===== config.mk =====
export PLATFORM = sky130hd
export DESIGN_NAME = qcm_mode_switch
export DESIGN_NICKNAME = d
export VERILOG_FILES = /design/src/design/qcm_pkg.sv /design/src/design/qcm_pwrup_timer.sv /design/src/design/qcm_mode_switch.sv
export SDC_FILE = /design/constraint.sdc
export NUM_CORES = 1
export LEC_CHECK = 0
export ABC_CLOCK_PERIOD_IN_PS = 4100
export BUFFER_PORTS_ARGS = -buffer_cell sky130_fd_sc_hd__buf_4
export CAP_MARGIN = 25
export CORE_MARGIN = 5
export CORE_UTILIZATION = 60
export DETAILED_ROUTE_END_ITERATION = 8
export PLACE_DENSITY = 0.85
export SLEW_MARGIN = 20
export SYNTH_ARGS = -nofsm -noshare
export SYNTH_HDL_FRONTEND = slang
export SYNTH_SLANG_ARGS = --single-unit
export TNS_END_PERCENT = 20

===== constraint.sdc =====
create_clock -name clk -period 4.1 [get_ports clk]
set_clock_uncertainty 0.2 [all_clocks]
set_input_delay 0.205 -clock clk [delete_from_list [all_inputs] [get_ports clk]]
set_output_delay 0.205 -clock clk [all_outputs]
set_load 0.01 [all_outputs]

===== src/design/qcm_pkg.sv =====
// qcm_pkg: constants shared by the four-line command mode switch
package qcm_pkg;
    // ----------------------------------------
    // opcodes
    // ----------------------------------------
    localparam logic [7:0] OP_MODE_ENTER = 8'h38;   // enter four-line mode
    localparam logic [7:0] OP_MODE_EXIT  = 8'hff;   // leave four-line mode
    localparam logic [7:0] OP_SFDP_READ  = 8'h5a;   // discoverable parameter read
    // ----------------------------------------
    // delivery state values
    // ----------------------------------------
    localparam logic [7:0] ERASED_BYTE   = 8'hff;   // erased array byte
    localparam logic [7:0] STATUS_RESET  = 8'h00;   // status register at delivery
    // ----------------------------------------
    // widths and counts
    // ----------------------------------------
    localparam int OP_BITS      = 8;                // opcode length
    localparam int NIB_BITS     = 4;                // bits per clock in four-line mode
    localparam int ADDR_BITS    = 24;               // sfdp address bytes x8
    localparam int SFDP_DUMMY   = 8;                // dummy clocks after address
    localparam int CLK_MHZ      = 125;              // system clock rate
    localparam int PWRUP_US     = 700;              // power_up_delay, least time
    localparam int PWRUP_CYCLES = PWRUP_US * CLK_MHZ; // exact product, no rounding
    // ----------------------------------------
    // command decoder states
    // ----------------------------------------
    typedef enum logic [2:0] {
        QCM_OPCODE, QCM_ADDR, QCM_DUMMY, QCM_DATA, QCM_IGNORE
    } qcm_state_e;
endpackage


===== src/design/qcm_pwrup_timer.sv =====
// qcm_pwrup_timer: counts the power_up_delay after reset release
`timescale 1ns/100ps
module qcm_pwrup_timer #(
    parameter int CYCLES = qcm_pkg::PWRUP_CYCLES
) (
    // clock and reset
    input  wire logic clk,
    input  wire logic resetn,
    // status
    output logic      ready
);
    import qcm_pkg::*;

    typedef struct packed {
        logic [31:0] cnt;   // cycles elapsed
        logic        done;  // delay over
    } qcm_tmr_s;

    qcm_tmr_s st_reg;   // state
    qcm_tmr_s st_next;  // next state

    // ----------------------------------------
    // counter
    // ----------------------------------------
    always_comb
    begin
        st_next = st_reg;
        if (!st_reg.done)
        begin
            st_next.cnt = st_reg.cnt + 32'h1;
            // commands are only honoured once this is set
            if (st_reg.cnt == 32'(CYCLES - 1))
                st_next.done = 1'b1;
        end
    end

    // state register
    always_ff @(posedge clk or negedge resetn)
    begin
        if (!resetn)
            st_reg <= '0;
        else
            st_reg <= st_next;
    end

    assign ready = st_reg.done;
endmodule


===== src/design/qcm_mode_switch.sv =====
// qcm_mode_switch: command decoder for spi / four-line command mode switching
`timescale 1ns/100ps
module qcm_mode_switch #(
    parameter int PWRUP = qcm_pkg::PWRUP_CYCLES,   // power_up_delay in cycles
    parameter int SFDP_AW = 8                        // sfdp table address width
) (
    // clock and reset
    input  wire logic                 clk,
    input  wire logic                 resetn,
    // serial link, io_in sampled on clk when sclk_rise is high, cs_n on every clk
    input  wire logic                 cs_n,
    input  wire logic                 sclk_rise,
    input  wire logic [3:0]           io_in,
    output logic [3:0]                io_out,
    output logic [3:0]                io_oe,
    // device state, kept outside this block
    input  wire logic                 quad_enable_flag,
    input  wire logic                 wel_in,
    input  wire logic                 suspend_in,
    input  wire logic [2:0]           wrap_in,
    // sfdp table lookup
    output logic [SFDP_AW-1:0]        sfdp_addr,
    input  wire logic [7:0]           sfdp_data,
    // status
    output logic                      four_line_command_mode,
    output logic                      dev_ready,
    output logic [7:0]                status_out,
    output logic [7:0]                array_read_byte,
    output logic                      opcode_valid,
    output logic [7:0]                opcode_out,
    output logic                      wel_out,
    output logic                      suspend_out,
    output logic [2:0]                wrap_out
);
    import qcm_pkg::*;

    typedef struct packed {
        qcm_state_e  state;     // decoder phase
        logic        qmode;     // four-line command mode
        logic [7:0]  shreg;     // incoming shift register
        logic [5:0]  bitcnt;    // bits taken in current phase
        logic [23:0] addr;      // sfdp address
        logic [7:0]  txbyte;    // byte being sent
        logic [3:0]  dout;      // registered data out
        logic        oe;        // driving io
        logic        opv;       // opcode pulse
        logic [7:0]  op;        // last opcode
    } qcm_s;

    qcm_s st_reg;   // registered state
    qcm_s st_next;  // next state

    logic        ready;     // power_up_delay elapsed
    logic [7:0]  shifted;   // shift register after this edge
    logic [5:0]  step;      // bits per sclk in current mode

    // ----------------------------------------
    // power-up timer
    // ----------------------------------------
    qcm_pwrup_timer #(
        .CYCLES (PWRUP)
    ) u_tmr (
        .clk    (clk),
        .resetn (resetn),
        .ready  (ready)
    );

    // ----------------------------------------
    // decoder
    // ----------------------------------------
    always_comb
    begin
        st_next     = st_reg;
        st_next.opv = 1'b0;
        step    = st_reg.qmode ? 6'(NIB_BITS) : 6'h1;
        // four-line mode takes a nibble msn first, spi takes one bit
        shifted = st_reg.qmode ? {st_reg.shreg[3:0], io_in}
                               : {st_reg.shreg[6:0], io_in[0]};
        if (cs_n)
        begin
            // chip select high ends any transaction
            st_next.state  = QCM_OPCODE;
            st_next.bitcnt = '0;
            st_next.oe     = 1'b0;
        end
        else if (sclk_rise)
        begin
            st_next.shreg  = shifted;
            st_next.bitcnt = st_reg.bitcnt + step;
            unique case (st_reg.state)
                QCM_OPCODE:
                if (st_reg.bitcnt + step == 6'(OP_BITS))
                begin
                    st_next.bitcnt = '0;
                    st_next.op     = shifted;
                    // commands before power_up_delay are dropped
                    st_next.opv    = ready;
                    st_next.state  = QCM_IGNORE;
                    if (!ready)
                        st_next.state = QCM_IGNORE;
                    // entry only with quad flag set, else stays spi
                    else if (shifted == OP_MODE_ENTER && !st_reg.qmode)
                        st_next.qmode = quad_enable_flag;
                    // exit only from four-line mode
                    else if (shifted == OP_MODE_EXIT && st_reg.qmode)
                        st_next.qmode = 1'b0;
                    else if (shifted == OP_SFDP_READ)
                        st_next.state = QCM_ADDR;
                end
                QCM_ADDR:
                begin
                    st_next.addr = st_reg.qmode ? {st_reg.addr[19:0], io_in}
                                                : {st_reg.addr[22:0], io_in[0]};
                    if (st_reg.bitcnt + step == 6'(ADDR_BITS))
                    begin
                        st_next.bitcnt = '0;
                        st_next.state  = QCM_DUMMY;
                    end
                end
                QCM_DUMMY:
                if (st_reg.bitcnt + 6'h1 == 6'(SFDP_DUMMY))
                begin
                    // load the first table byte
                    st_next.bitcnt = '0;
                    st_next.state  = QCM_DATA;
                    st_next.txbyte = sfdp_data;
                    st_next.oe     = 1'b1;
                    st_next.dout   = st_reg.qmode ? sfdp_data[7:4]
                                                  : {2'b00, sfdp_data[7], 1'b0};
                    st_next.bitcnt = step;
                    st_next.addr   = st_reg.addr + 24'h1;
                end
                else
                    st_next.bitcnt = st_reg.bitcnt + 6'h1;
                QCM_DATA:
                begin
                    // send table bytes msb first, address steps per byte
                    if (st_reg.bitcnt == 6'(OP_BITS))
                    begin
                        st_next.txbyte = sfdp_data;
                        st_next.addr   = st_reg.addr + 24'h1;
                        st_next.bitcnt = step;
                        st_next.dout   = st_reg.qmode ? sfdp_data[7:4]
                                                      : {2'b00, sfdp_data[7], 1'b0};
                    end
                    else
                    begin
                        st_next.txbyte = st_reg.qmode ? {st_reg.txbyte[3:0], 4'h0}
                                                      : {st_reg.txbyte[6:0], 1'b0};
                        st_next.dout   = st_reg.qmode ? st_reg.txbyte[3:0]
                                                      : {2'b00, st_reg.txbyte[6], 1'b0};
                    end
                end
                QCM_IGNORE:
                    st_next.bitcnt = st_reg.bitcnt;   // wait for cs high
                default:
                    st_next.state = QCM_IGNORE;
            endcase
        end
    end

    // state register
    always_ff @(posedge clk or negedge resetn)
    begin
        if (!resetn)
        begin
            st_reg        <= '0;
            st_reg.state  <= QCM_OPCODE;
        end
        else
            st_reg <= st_next;
    end

    // ----------------------------------------
    // outputs
    // ----------------------------------------
    assign four_line_command_mode = st_reg.qmode;
    assign dev_ready              = ready;
    assign io_out                 = st_reg.dout;
    // spi sends on io1 only, four-line mode uses all lanes
    assign io_oe                  = st_reg.oe ? (st_reg.qmode ? 4'hf : 4'h2) : 4'h0;
    assign sfdp_addr              = st_reg.addr[SFDP_AW-1:0];
    assign opcode_valid           = st_reg.opv;
    assign opcode_out             = st_reg.op;
    // mode change never touches these
    assign wel_out                = wel_in;
    assign suspend_out            = suspend_in;
    assign wrap_out               = wrap_in;
    // delivery values
    assign status_out             = STATUS_RESET;
    assign array_read_byte        = ERASED_BYTE;
endmodule


# Word-level counts from Yosys, hierarchy flattened
# Cells that the tools add are included.
# totals
register_bits	97
input_bits	22
out_inout_bits	48
elab_cells	94
# op_classes
add_sub_neg	4
n_eq_ne	19
n_mux	39
bitwise_logic	1
reduce_logical	19
# ops
op	count
24-bit case mux with 3 select lines	1
64-bit 2-to-1 mux	1
37-bit 2-to-1 mux	1
32-bit by 1-bit adder with 32-bit output (second input constant)	1
32-bit by 17-bit == test with 1-bit output (second input constant)	1
30-bit 2-to-1 mux	1
6-bit case mux with 5 select lines	1
9-bit 2-to-1 mux	3
24-bit by 1-bit adder with 24-bit output (second input constant)	1
24-bit 2-to-1 mux	1
3-bit 2-to-1 mux	8
6-bit 2-to-1 mux	4
12-bit case mux with 2 select lines	1
4-bit 2-to-1 mux	5
6-bit by 4-bit == test with 1-bit output (second input constant)	3
8-bit 2-to-1 mux	2
12-bit 2-to-1 mux	1
3-bit case mux with 4 select lines	1
5-bit AND reduction	2
2-bit nonzero test	5
3-bit inequality test (second input constant)	3
8-bit by 6-bit == test with 1-bit output (second input constant)	1
8-bit by 7-bit == test with 1-bit output (second input constant)	1
8-bit == test (second input constant)	1
other kinds (19)	32

# Logic depth before layout (Yosys ltp)
# Gate-level depths: netlist (run 1).
# logic_depth
depth_word	10
mapped_depth	11
depth_no_buf	9

# Modules after synthesis
# From an unflattened synthesis (run 1), not the netlist that was laid out.
# hier_totals
cells_unflattened	515
hier_area_um2	4892.2
# by_module_without_submodules
mod	instances	cells_each	area_per_inst_um2	seq_area_each_um2
qcm_mode_switch	1	376	3266.9	1151.1
qcm_pwrup_timer	1	139	1625.3	825.8

# Worst setup path before layout (run 1)
# Ideal clock, no wire load.
# synth_timing
path_kind	register -> register
startpoint	register st_reg, in the netlist four_line_command_mode
endpoint	register st_reg[63] (netlist name)
setup_time_ps	94
arrival_time_ps	2299
required_ps	3806
slack_ps	1507
stages_incl_launch_ff	10
path_buffers	0
synth_period_minus_slack_ps	2593
path_cell_list	dfrtp_1 > inv_2 > ha_1 > ha_1 > a21oi_1 > a2bb2oi_2 > xnor2_1 > a211oi_2 > or3_1 > a221oi_2
# synth_via
elab_chain_len	10
word_cells_on_any_way	22
cone_classes	1 x add/sub; 7 x eq/ne; 10 x mux; 4 x reduce/logical
# synth_rtl
element	line	source
start: declaration	qcm_mode_switch.sv:50	qcm_s st_reg;
start signal: assignment	qcm_mode_switch.sv:171	st_reg <= st_next;
8-bit 2-to-1 mux	qcm_mode_switch.sv:77	shifted = st_reg.qmode ? {st_reg.shreg[3:0], io_in}
8-bit by 7-bit == test with 1-bit output / 8-bit == test (equally long branches)	qcm_mode_switch.sv:107, qcm_mode_switch.sv:105	
3-bit 2-to-1 mux / 1-bit logical AND (equally long branches)	qcm_mode_switch.sv:107, qcm_mode_switch.sv:105	
3-bit 2-to-1 mux	qcm_mode_switch.sv:105	else if (shifted == OP_MODE_EXIT && st_reg.qmode)
3-bit 2-to-1 mux	qcm_mode_switch.sv:102	else if (shifted == OP_MODE_ENTER && !st_reg.qmode)
3-bit 2-to-1 mux	qcm_mode_switch.sv:99	if (!ready)
4-bit 2-to-1 mux	qcm_mode_switch.sv:92	if (st_reg.bitcnt + step == 6'(OP_BITS))
3-bit case mux with 4 select lines	qcm_mode_switch.sv:90	unique case (st_reg.state)
64-bit 2-to-1 mux	qcm_mode_switch.sv:86	else if (sclk_rise)
3-bit 2-to-1 mux	qcm_mode_switch.sv:79	if (cs_n)
# Several ways; a longest one is shown, not always the timed one. The select of a mux whose other input is x is not followed.
# A chain may end at the register's enable or synchronous reset.

# Final worst setup path (run 1)
# layout_timing
startpoint	register st_reg, in the netlist four_line_command_mode
endpoint	register st_reg, in the netlist four_line_command_mode
# layout_via
elab_chain_len	5
word_cells_on_any_way	12
cone_classes	1 x add/sub; 3 x eq/ne; 3 x mux; 5 x reduce/logical
# layout_rtl
element
branches (longest 5 deep; another with 6-bit by 3-bit adder with 6-bit output)
# Parallel ways; which one is timed is not known.

==> results of run 1 <==
## layout make-up
| cell class | count | area share |
|---|---|---|
| Multi-Input combinational cell | 368 | 0.450 |
| Clock buffer | 10 | 0.0249 |
| Tap cell | 102 | 0.0249 |
| Timing Repair Buffer | 56 | 0.0886 |
| Clock inverter | 6 | 0.0178 |
| Inverter | 11 | 0.00805 |
| Sequential cell | 79 | 0.385 |
## critical path: cells and delay by family, from the launching register on
family | cells | cell delay (ns)
compound gates | 1 | 0.15
xor+xnor | 1 | 0.19
fa+ha+maj | 2 | 0.51
buf+inv | 1 | 0.17
flops | 1 | 0.54
simple gates | 4 | 1.23
## power groups by stage
stage / logic (uW) / registers, uW / clock network, uW
final: 268 / 888 / 645
after detailed placement: 257 / 901 / 0
after floorplan: 228 / 877 / 0
after global placement: 251 / 900 / 0
after CTS: 269 / 887 / 655
after global routing: 297 / 896 / 689
## logic make-up (layout without fill, tap and decap cells)
logic type	after synthesis	after routing	synth area share
buffers and inverters	76	83	0.101
xor gates and xnor gates	34	34	0.0632
other	2	16	0.00160
adders and majority gates	7	7	0.0186
DFF	79	79	0.420
muxes	24	24	0.0558
AOI/OAI and AO/OA	103	103	0.137
and+or+nand+nor	184	184	0.203
## per-stage QoR
step	hold slack [ns]	instance area, um2	worst slack [ns]	util
global placement	0.210	4790	1.17	0.623
global route	0.0148	5130	0.798	0.667
detailed placement	0.210	4790	1.07	0.623
CTS	0.00284	5120	1.06	0.667
finish	0.00643	5130	1.03	0.667
floorplan	-0.291	4760	1.51	-
## final timing paths
path                                         from                     end  slack (ns)  cells after the start
setup / recovery           four_line_command_mode  four_line_command_mode        1.03                      9
hold / removal                           io_in[3]           opcode_out[3]       0.006                      3
setup reg to reg           four_line_command_mode  four_line_command_mode        1.03                      9
hold reg to reg                   u_tmr.st_reg[9]         u_tmr.st_reg[9]        0.28                      1
max in group asynchronous                  resetn              st_reg[50]        2.94                      2
min in group asynchronous                  resetn            sfdp_addr[5]        0.23                      2
## synthesized netlist by cell type, drive strengths merged, types with 3 or more instances
| cell type | number | area (um2) |
|---|---|---|
| mux2 | 8 | 90.1 |
| nand3 | 22 | 120 |
| and4 | 3 | 26.3 |
| clkbuf | 9 | 33.8 |
| buf | 56 | 399 |
| nand4 | 7 | 50.1 |
| inv | 10 | 37.5 |
| a21boi | 4 | 30.0 |
| ha | 7 | 87.6 |
| xnor2 | 24 | 210 |
| nor2b | 3 | 18.8 |
| nor3b | 4 | 30.0 |
| nor2 | 30 | 113 |
| nand2 | 61 | 229 |
| xor2 | 10 | 87.6 |
| o21ai | 49 | 249 |
| nor3 | 4 | 30.0 |
| and2 | 4 | 25.0 |
| a31oi | 6 | 43.8 |
| mux2i | 15 | 150 |
| nand2b | 7 | 43.8 |
| and3 | 19 | 119 |
| dfrtp | 79 | 1980 |
| o32a | 3 | 30.0 |
| nor4 | 10 | 62.6 |
| a21oi | 20 | 100 |
## layer usage
layer  routed length [um]  vias to the layer above  share of wire  GRT usage
li1                     -                     1764              -          -
met1                 4600                     1787           0.45      0.306
met2                 4830                      140           0.47      0.346
met3                  610                       16          0.060     0.0396
met4                  163                        0          0.016     0.0725
met5                    0                        -              0          0
==> flow_metrics.py, run 1 <==
metrics = {
    "pwr": {
        "p_int_uw": 1300,
        "swShare": 0.276,
        "comb_power_share": 0.149,
        "total_power_uw": 1800,
        "p_switching_uw": 498,
        "max-vdd-ir-drop_mv": 0.241,
        "p_per_area_nw_per_um2": 351,
        "clock_power_share": 0.358,
        "p_leak_uw": 0.00239,
        "pwr-share-seq": 0.493,
    },
    "cells_and_area": {
        "layout-drive-gt1-share": 0.153,
        "final-seq-area_um2": 1980,
        "syn2layout_area_growth_pct": 8.93,
        "largest_reg_flops": 32,
        "n_antenna_cell": 0,
        "final_common_cell": "dfrtp_1",
        "fill_cells": 593,
        "stdcell_count": 632,
        "multi_input_area_um2": 2310,
        "finish.net_count": 554,
        "layout_common_cells": "dfrtp_1 (79), nand2_1 (61), o21ai_0 (44), buf_4 (43), nor2_1 (30)",
    },
    "global_routing": {
        "grt_pass1_vias": 3626,
        "grt-ovfl-total": 0,
        "grt_start_max_net_pins": 80,
        "grt_pass1_wl_um": 17500,
        "antenna_found_initial": 0,
        "grt.total_usage": 0.219,
    },
    "yosys": {
        "async_reset_ff_frac": 1.00,
        "avgSynthCellArea_um2": 9.25,
        "synthCells": 509,
        "ys_warn_count": 0,
        "synth.distinct_cells": 66,
        "synth_seq_area_share": 0.420,
        "synth-seq-cells": 79,
        "synth-edff-count": 0,
        "synth_flop_cell": "dfrtp_1",
        "syn_area_um2": 4710,
    },
    "floorplan": {
        "initial_core_util": 0.612,
        "die_h_um": 98.6,
        "num_rows": 32,
        "core_area_um2": 7690,
        "pin_count": 70,
        "die_w_um": 98.6,
        "dieArea_um2": 9720,
    },
    "job": {
        "max_cap_violations": 0,
    },
    "clock_tree": {
        "cts_tree": "yes",
        "cts_sinks": 79,
        "cts_hold_buf": 12,
        "cts_setup_buffers": 0,
        "clk_pin_slew_worst_paths_ns": 0.08,
        "numCtsBuffers": 9,
        "clockBufferDepth": 2,
        "post_cts_resized": 0,
        "cts_root_buffer": "clkbuf_8",
        "htreeDepth": 3,
        "clock_latency_ns": 0.35,
    },
    "setup_path": {
        "worst-setup-path-type": "reg2reg",
        "critPathMaxFanout": 18,
        "worst_ep_arrival_time_ns": 3.13,
        "startpoint_type": "flip-flop",
        "cp_slowest_cell": "dfrtp_1",
        "crit_path_frequent_cell": "ha_1",
        "crit_chain": "inv_2 -> ha_1 -> ha_1 -> xor2_1 -> nor3_1 -> and3b_1 -> nand4_2 -> nor4_1 -> o21bai_1",
        "max_stage_delay_ns": 0.54,
        "end_kind": "flip-flop",
        "required_ns": 4.17,
    },
    "route": {
        "drc": 0,
        "firstDrtPassIters": 5,
        "first_iter_violations": 276,
        "detail-route-antenna-nets": 0,
        "drt_wl_total_um": 10200,
        "wl_per_cell_um": 16.1,
        "vias": 3707,
        "via_per_inst": 5.87,
    },
    "timing": {
        "setup_tns_ns": 0,
        "max_freq_mhz": 326,
        "worst_pin_slew_ns": 0.873,
        "rsz0062_at_grt": "false",
        "drv_slew": 0,
        "finalHoldViolCount": 0,
        "setup_viol": 0,
        "layout_min_cycle_time_ns": 3.07,
        "finalCritPeriodShare": 0.748,
        "relSlewSlack": 0.414,
    },
    "placed_design": {
        "routabilityCongestion": 0.931,
        "io_buffers": 43,
        "hpwl_um": 7080,
        "place_inst": 604,
    },
    "hold_path": {
        "hold_class": "in2reg",
    },
    "outcome": {
        "outcome": "finished clean",
    },
}
No activity file was read; power rests on OpenSTA's default activity.
==> run 2: changes to the inputs <==
ABC_CLOCK_PERIOD_IN_PS = 3000   (was 4100)
CORE_UTILIZATION = 58   (was 60)
PLACE_DENSITY = 0.83   (was 0.85)
clock period = 3 ns   (was 4.1 ns; I/O delays follow)
==> run 2 against run 1 <==
Sequential power up 37%; global-route usage down 0.63 points; register-to-register slack worse by 0.79 ns; flip-flop and latch count unchanged; first-iteration DRC count down 18%; utilization up 0.59 points; non-clock buffer count up 13.
==> flow_metrics.py, run 2 (same netlist as run 1, synthesis figures left out) <==
metrics = {
    "hold_path": {
        "worst_hold_path.num_cells": 4,
        "hold_class": "in2reg",
    },
    "timing": {
        "setup_tns_ns": 0,
        "finalHoldViolCount": 0,
        "finalCritPeriodShare": 0.920,
        "setup_viol": 0,
        "rsz0062_at_grt": "false",
        "worst_pin_slew_ns": 0.712,
        "relSlewSlack": 0.526,
        "drv_slew": 0,
        "max_freq_mhz": 362,
        "layout_min_cycle_time_ns": 2.76,
    },
    "floorplan": {
        "die_w_um": 100,
        "die_h_um": 100,
        "num_rows": 32,
        "pin_count": 70,
        "core_area_um2": 7810,
        "initial_core_util": 0.603,
        "dieArea_um2": 10000,
    },
    "pwr": {
        "comb_power_share": 0.146,
        "p_per_area_nw_per_um2": 486,
        "p_int_uw": 1870,
        "swShare": 0.268,
        "p_leak_uw": 0.00246,
        "clock_power_share": 0.377,
        "pwr-share-seq": 0.477,
        "max-vdd-ir-drop_mv": 0.404,
        "p_switching_uw": 686,
    },
    "global_routing": {
        "grt-ovfl-total": 0,
        "grt_pass1_wl_um": 17300,
        "grt_pass1_vias": 3578,
        "grt_start_max_net_pins": 80,
        "grt.total_usage": 0.213,
        "antenna_found_initial": 0,
    },
    "route": {
        "via_per_inst": 5.81,
        "vias": 3749,
        "drc": 0,
        "detail-route-antenna-nets": 0,
        "firstDrtPassIters": 5,
        "first_iter_violations": 227,
        "drt_wl_total_um": 10400,
        "wl_per_cell_um": 16.1,
    },
    "cells_and_area": {
        "multi_input_area_um2": 2310,
        "final_common_cell": "dfrtp_1",
        "syn2layout_area_growth_pct": 11.6,
        "n_antenna_cell": 0,
        "largest_reg_flops": 32,
        "final_core_utilization": 0.673,
        "layout_common_cells": "dfrtp_1 (79), nand2_1 (61), buf_4 (54), o21ai_0 (44), nor2_1 (30)",
        "layout-drive-gt1-share": 0.169,
        "final-seq-area_um2": 1980,
        "finish.net_count": 567,
        "fill_cells": 593,
    },
    "job": {
        "max_cap_violations": 0,
    },
    "clock_tree": {
        "numCtsBuffers": 9,
        "htreeDepth": 3,
        "cts_sinks": 79,
        "clockBufferDepth": 2,
        "post_cts_resized": 0,
        "cts_root_buffer": "clkbuf_8",
        "clk_pin_slew_worst_paths_ns": 0.08,
        "clock_latency_ns": 0.35,
        "cts_tree": "yes",
    },
    "setup_path": {
        "startpoint_type": "flip-flop",
        "worst-setup-path-type": "reg2reg",
        "required_ns": 3.06,
        "end_kind": "flip-flop",
        "ff2ff_path_depth": 9,
        "worst_ep_arrival_time_ns": 2.82,
        "critPathMaxFanout": 6,
    },
    "placed_design": {
        "hpwl_um": 7320,
        "routabilityCongestion": 0.953,
        "io_buffers": 43,
    },
    "outcome": {
        "outcome": "finished clean",
    },
}
-- run 2: cell count changes in the layout (fill, tap and decap cells not counted) --
cell           previous run  this run
dlygate4sd3_1            12        14
clkinv_4                  1         0
clkinv_2                  1         0
buf_4                    43        54
clkinvlp_4                0         1
bufinv_16                 2         3
-- run 2: power groups by stage --
stage               clock network [uW]  registers, uW  logic [uW]
floorplan                            0           1200         311
finish                             964           1220         374
global placement                     0           1230         344
CTS                                984           1220         372
global route                      1020           1230         413
detailed placement                   0           1230         355
-- run 2: worst paths after layout --
| check | endpoint | slack [ns] | start |
|---|---|---|---|
| max in group asynchronous | st_reg[56] | 1.92 | resetn |
| setup / recovery | st_reg[63] | 0.24 | four_line_command_mode |
| min in group asynchronous | st_reg[9] | 0.19 | resetn |
| hold reg to reg | opcode_out[5] | 0.28 | opcode_out[5] |
| hold / removal | opcode_out[2] | 0.09 | io_in[2] |
| setup reg to reg | st_reg[63] | 0.24 | four_line_command_mode |
-- run 2: critical path, cell delays in order (launching register included) --
cell      delay, ns
dfrtp_1        0.45
inv_2          0.06
ha_1           0.24
ha_1           0.24
xor2_1         0.20
nor3_1         0.19
and3b_1        0.34
a211oi_2       0.14
or3_1          0.41
a221oi_2       0.22
-- run 2: per-stage QoR --
stage | total power, uW | worst slack, ns | instance area [um2] | hold WS (ns) | std cells
after floorplan | 1510 | 0.407 | 4760 | -0.346 | 523
after global placement | 1580 | 0.452 | 4870 | 0.100 | 615
after detailed placement | 1590 | 0.372 | 4870 | 0.100 | 615
after CTS | 2570 | 0.272 | 5250 | 0.0660 | 645
after global routing | 2670 | 0.0953 | 5260 | 0.100 | 645
final | 2560 | 0.240 | 5260 | 0.0857 | 645
-- run 2: repair_timing --
action,CTS,global route
endpoints found under the hold margin,100,0
buffers inserted,0,0
hold buffers,14,0
-- run 2: per-layer routing --
layer	wire, um	GRT usage
met3	690	0.0264
met4	193	0.0839
met1	4700	0.314
met2	4820	0.319
met5	0	0
-- run 2: final cells by class --
cell class                      count  area share
Clock buffer                       10      0.0243
Multi-Input combinational cell    368       0.440
Inverter                           11     0.00786
Timing Repair Buffer               69       0.106
Tap cell                          102      0.0243
Sequential cell                    79       0.376
Clock inverter                      6      0.0219
==> run 3: changes to the inputs <==
PLACE_DENSITY = default   (was 0.83)
PLACE_DENSITY_LB_ADDON = 0.3   (was default)
SYNTH_HIERARCHICAL = 1   (was default)
==> run 3 against run 2 <==
Synthesized area rose by 3.9%; sequential share of layout area fell by 1.0 points; highest routed layer unchanged; total power fell by 19%; cell count rose by 1.2%; critical endpoint is now four_line_command_mode; flip-flop and latch count did not move; die area rose by 3.5%; register-to-register slack barely moved; utilization fell by 1.5 points; combinational power fell by 60%; sequential power fell by 9%.
==> flow_metrics.py, run 3 <==
metrics = {
    "placed_design": {
        "place_inst": 622,
        "place_ws_ns": 0.150,
        "routabilityCongestion": 0.921,
        "placed_area_um2": 5040,
        "io_buffers": 43,
        "hpwl_um": 7280,
    },
    "yosys": {
        "synth.distinct_cells": 71,
        "synth_flop_cell": "dfrtp_1",
        "synth-edff-count": 0,
        "avgSynthCellArea_um2": 9.50,
        "ys_top_cells_by_count": "dfrtp_1 (79), nand2_1 (46), buf_4 (44), o21ai_0 (44), nor2_1 (32)",
        "synthCells": 515,
        "ys_warn_count": 6,
        "synth-seq-cells": 79,
        "synth_seq_area_share": 0.404,
        "yosysTopAreaCell": "dfrtp_1",
        "async_reset_ff_frac": 1.00,
        "synth_most_common_cell": "dfrtp_1",
        "ys_top_cells_by_area": "dfrtp_1 (40%), buf_4 (6.8%), xnor2_1 (5.2%), o21ai_0 (4.5%), mux2i_1 (4.1%)",
        "syn_area_um2": 4890,
        "synth_top_area_frac": 0.404,
    },
    "setup_path": {
        "worst_ep_arrival_time_ns": 2.79,
        "worst-setup-path-type": "reg2reg",
        "end_kind": "flip-flop",
        "critPathMaxFanout": 17,
        "required_ns": 3.03,
        "startpoint_type": "flip-flop",
        "rrSetupSlack_ns": 0.24,
    },
    "global_routing": {
        "grt_pass1_vias": 3658,
        "grt_start_max_net_pins": 80,
        "grt.total_usage": 0.210,
        "antenna_found_initial": 0,
        "grt-ovfl-total": 0,
        "grt_pass1_wl_um": 17400,
    },
    "route": {
        "first_iter_violations": 218,
        "drc": 0,
        "wl_per_cell_um": 15.7,
        "detail-route-antenna-nets": 0,
        "vias": 3810,
        "drt_wl_total_um": 10200,
        "firstDrtPassIters": 4,
        "via_per_inst": 5.83,
    },
    "clock_tree": {
        "cts_root_buffer": "clkbuf_8",
        "htreeDepth": 3,
        "clock_latency_ns": 0.35,
        "clk_pin_slew_worst_paths_ns": 0.09,
        "numCtsBuffers": 9,
        "cts_tree": "yes",
        "cts_sinks": 79,
        "clockBufferDepth": 2,
    },
    "pwr": {
        "p_per_area_nw_per_um2": 384,
        "total_power_uw": 2080,
        "p_leak_uw": 0.00234,
        "max-vdd-ir-drop_mv": 0.293,
    },
    "cells_and_area": {
        "multi_input_area_um2": 2490,
        "layout-drive-gt1-share": 0.184,
        "stdcell_count": 653,
        "final-seq-area_um2": 1980,
        "final_common_cell": "dfrtp_1",
        "fill_cells": 698,
        "syn2layout_area_growth_pct": 10.5,
        "finish.net_count": 573,
        "largest_reg_flops": 32,
        "n_antenna_cell": 0,
        "layout_common_cells": "dfrtp_1 (79), buf_4 (51), nand2_1 (46), o21ai_0 (44), nor2_1 (32)",
        "fin_area_um2": 5400,
    },
    "timing": {
        "worst_pin_slew_ns": 0.709,
        "drv_slew": 0,
        "rsz0062_at_grt": "false",
        "setup_viol": 0,
        "layout_min_cycle_time_ns": 2.76,
        "finalHoldViolCount": 0,
        "finalCritPeriodShare": 0.919,
        "relSlewSlack": 0.525,
        "setup_tns_ns": 0,
        "setup_slack_ns": 0.243,
        "max_freq_mhz": 363,
    },
    "hold_path": {
        "hold_class": "in2reg",
    },
    "floorplan": {
        "die_w_um": 102,
        "die_h_um": 102,
        "num_rows": 33,
        "pin_count": 70,
        "initial_core_util": 0.595,
        "core_area_um2": 8220,
        "dieArea_um2": 10400,
    },
    "outcome": {
        "outcome": "finished clean",
    },
    "job": {
        "max_cap_violations": 0,
    },
}
## run 3: cell count changes in the layout (fill, tap and decap cells not counted), moves of 4 or more
cell and change:
nand2_1 -15, nand4_1 +10, a21oi_1 -6, inv_1 +5, mux2i_1 +5, xnor2_1 +5, nor4_1 -4, xor2_1 -4
## run 3: layer usage
| layer | up-vias | global-route usage | share of wire |
|---|---|---|---|
| met5 | - | 0 | 0 |
| met1 | 1893 | 0.284 | 0.44 |
| met4 | 0 | 0.0666 | 0.0098 |
| met3 | 10 | 0.0491 | 0.042 |
| met2 | 83 | 0.339 | 0.51 |
| li1 | 1824 | - | - |
## run 3: worst max-delay path, cell delays in order (launching register included)
cell and delay (ns):
dfrtp_1 0.45, ha_1 0.39, a31oi_1 0.34, xnor2_1 0.21
and3_1 0.33, nand4_4 0.27, o31ai_1 0.32, o31ai_1 0.11
## run 3: cell families (layout without fill, tap and decap cells)
group | Yosys count | after routing | share of synthesized area
AOI/OAI and AO/OA | 98 | 98 | 0.129
buffers and inverters | 78 | 97 | 0.0987
other | 2 | 16 | 0.00154
adders and majority gates | 8 | 8 | 0.0205
muxes | 28 | 28 | 0.0616
and+or+nand+nor | 187 | 187 | 0.221
DFF | 79 | 79 | 0.404
xor gates and xnor gates | 35 | 35 | 0.0627
## run 3: final cells by class
cell class	instances	share of cell area
Sequential cell	79	0.366
Multi-Input combinational cell	372	0.461
Inverter	14	0.00972
Tap cell	105	0.0243
Clock buffer	9	0.0229
Clock inverter	7	0.0150
Timing Repair Buffer	67	0.101
## run 3: final timing paths
check	from	endpoint	depth (start not counted)
setup reg to reg	st_reg[48]	four_line_command_mode	7
max in group asynchronous	resetn	u_tmr/st_reg[18]	2
hold reg to reg	opcode_out[3]	opcode_out[3]	2
setup / recovery	st_reg[48]	four_line_command_mode	7
hold / removal	quad_enable_flag	four_line_command_mode	4
min in group asynchronous	resetn	opcode_out[5]	2
## run 3: per-stage QoR
step,util,hold slack (ns)
2_1_floorplan,-,-0.346
3_3_place_gp,0.613,0.100
3_5_place_dp,0.613,0.100
4_1_cts,0.656,0.0153
5_1_grt,0.658,0.0304
6_report,0.658,0.0416
## run 3: power by group
group          total (uW)  leakage, uW  switching (uW)  internal [uW]
sequential           1110      0.00108            30.1           1080
clock                 812    0.0000940             418            394
combinational         150      0.00116            85.0           65.1
total                2080      0.00234             533           1540
## run 3: what timing repair did
action | in CTS | in global routing
setup buffers | 0 | 0
endpoints found under the hold margin | 103 | 0
gates resized for setup | 0 | 1
hold buffers | 15 | 0
endpoints found under the setup margin | 0 | 1
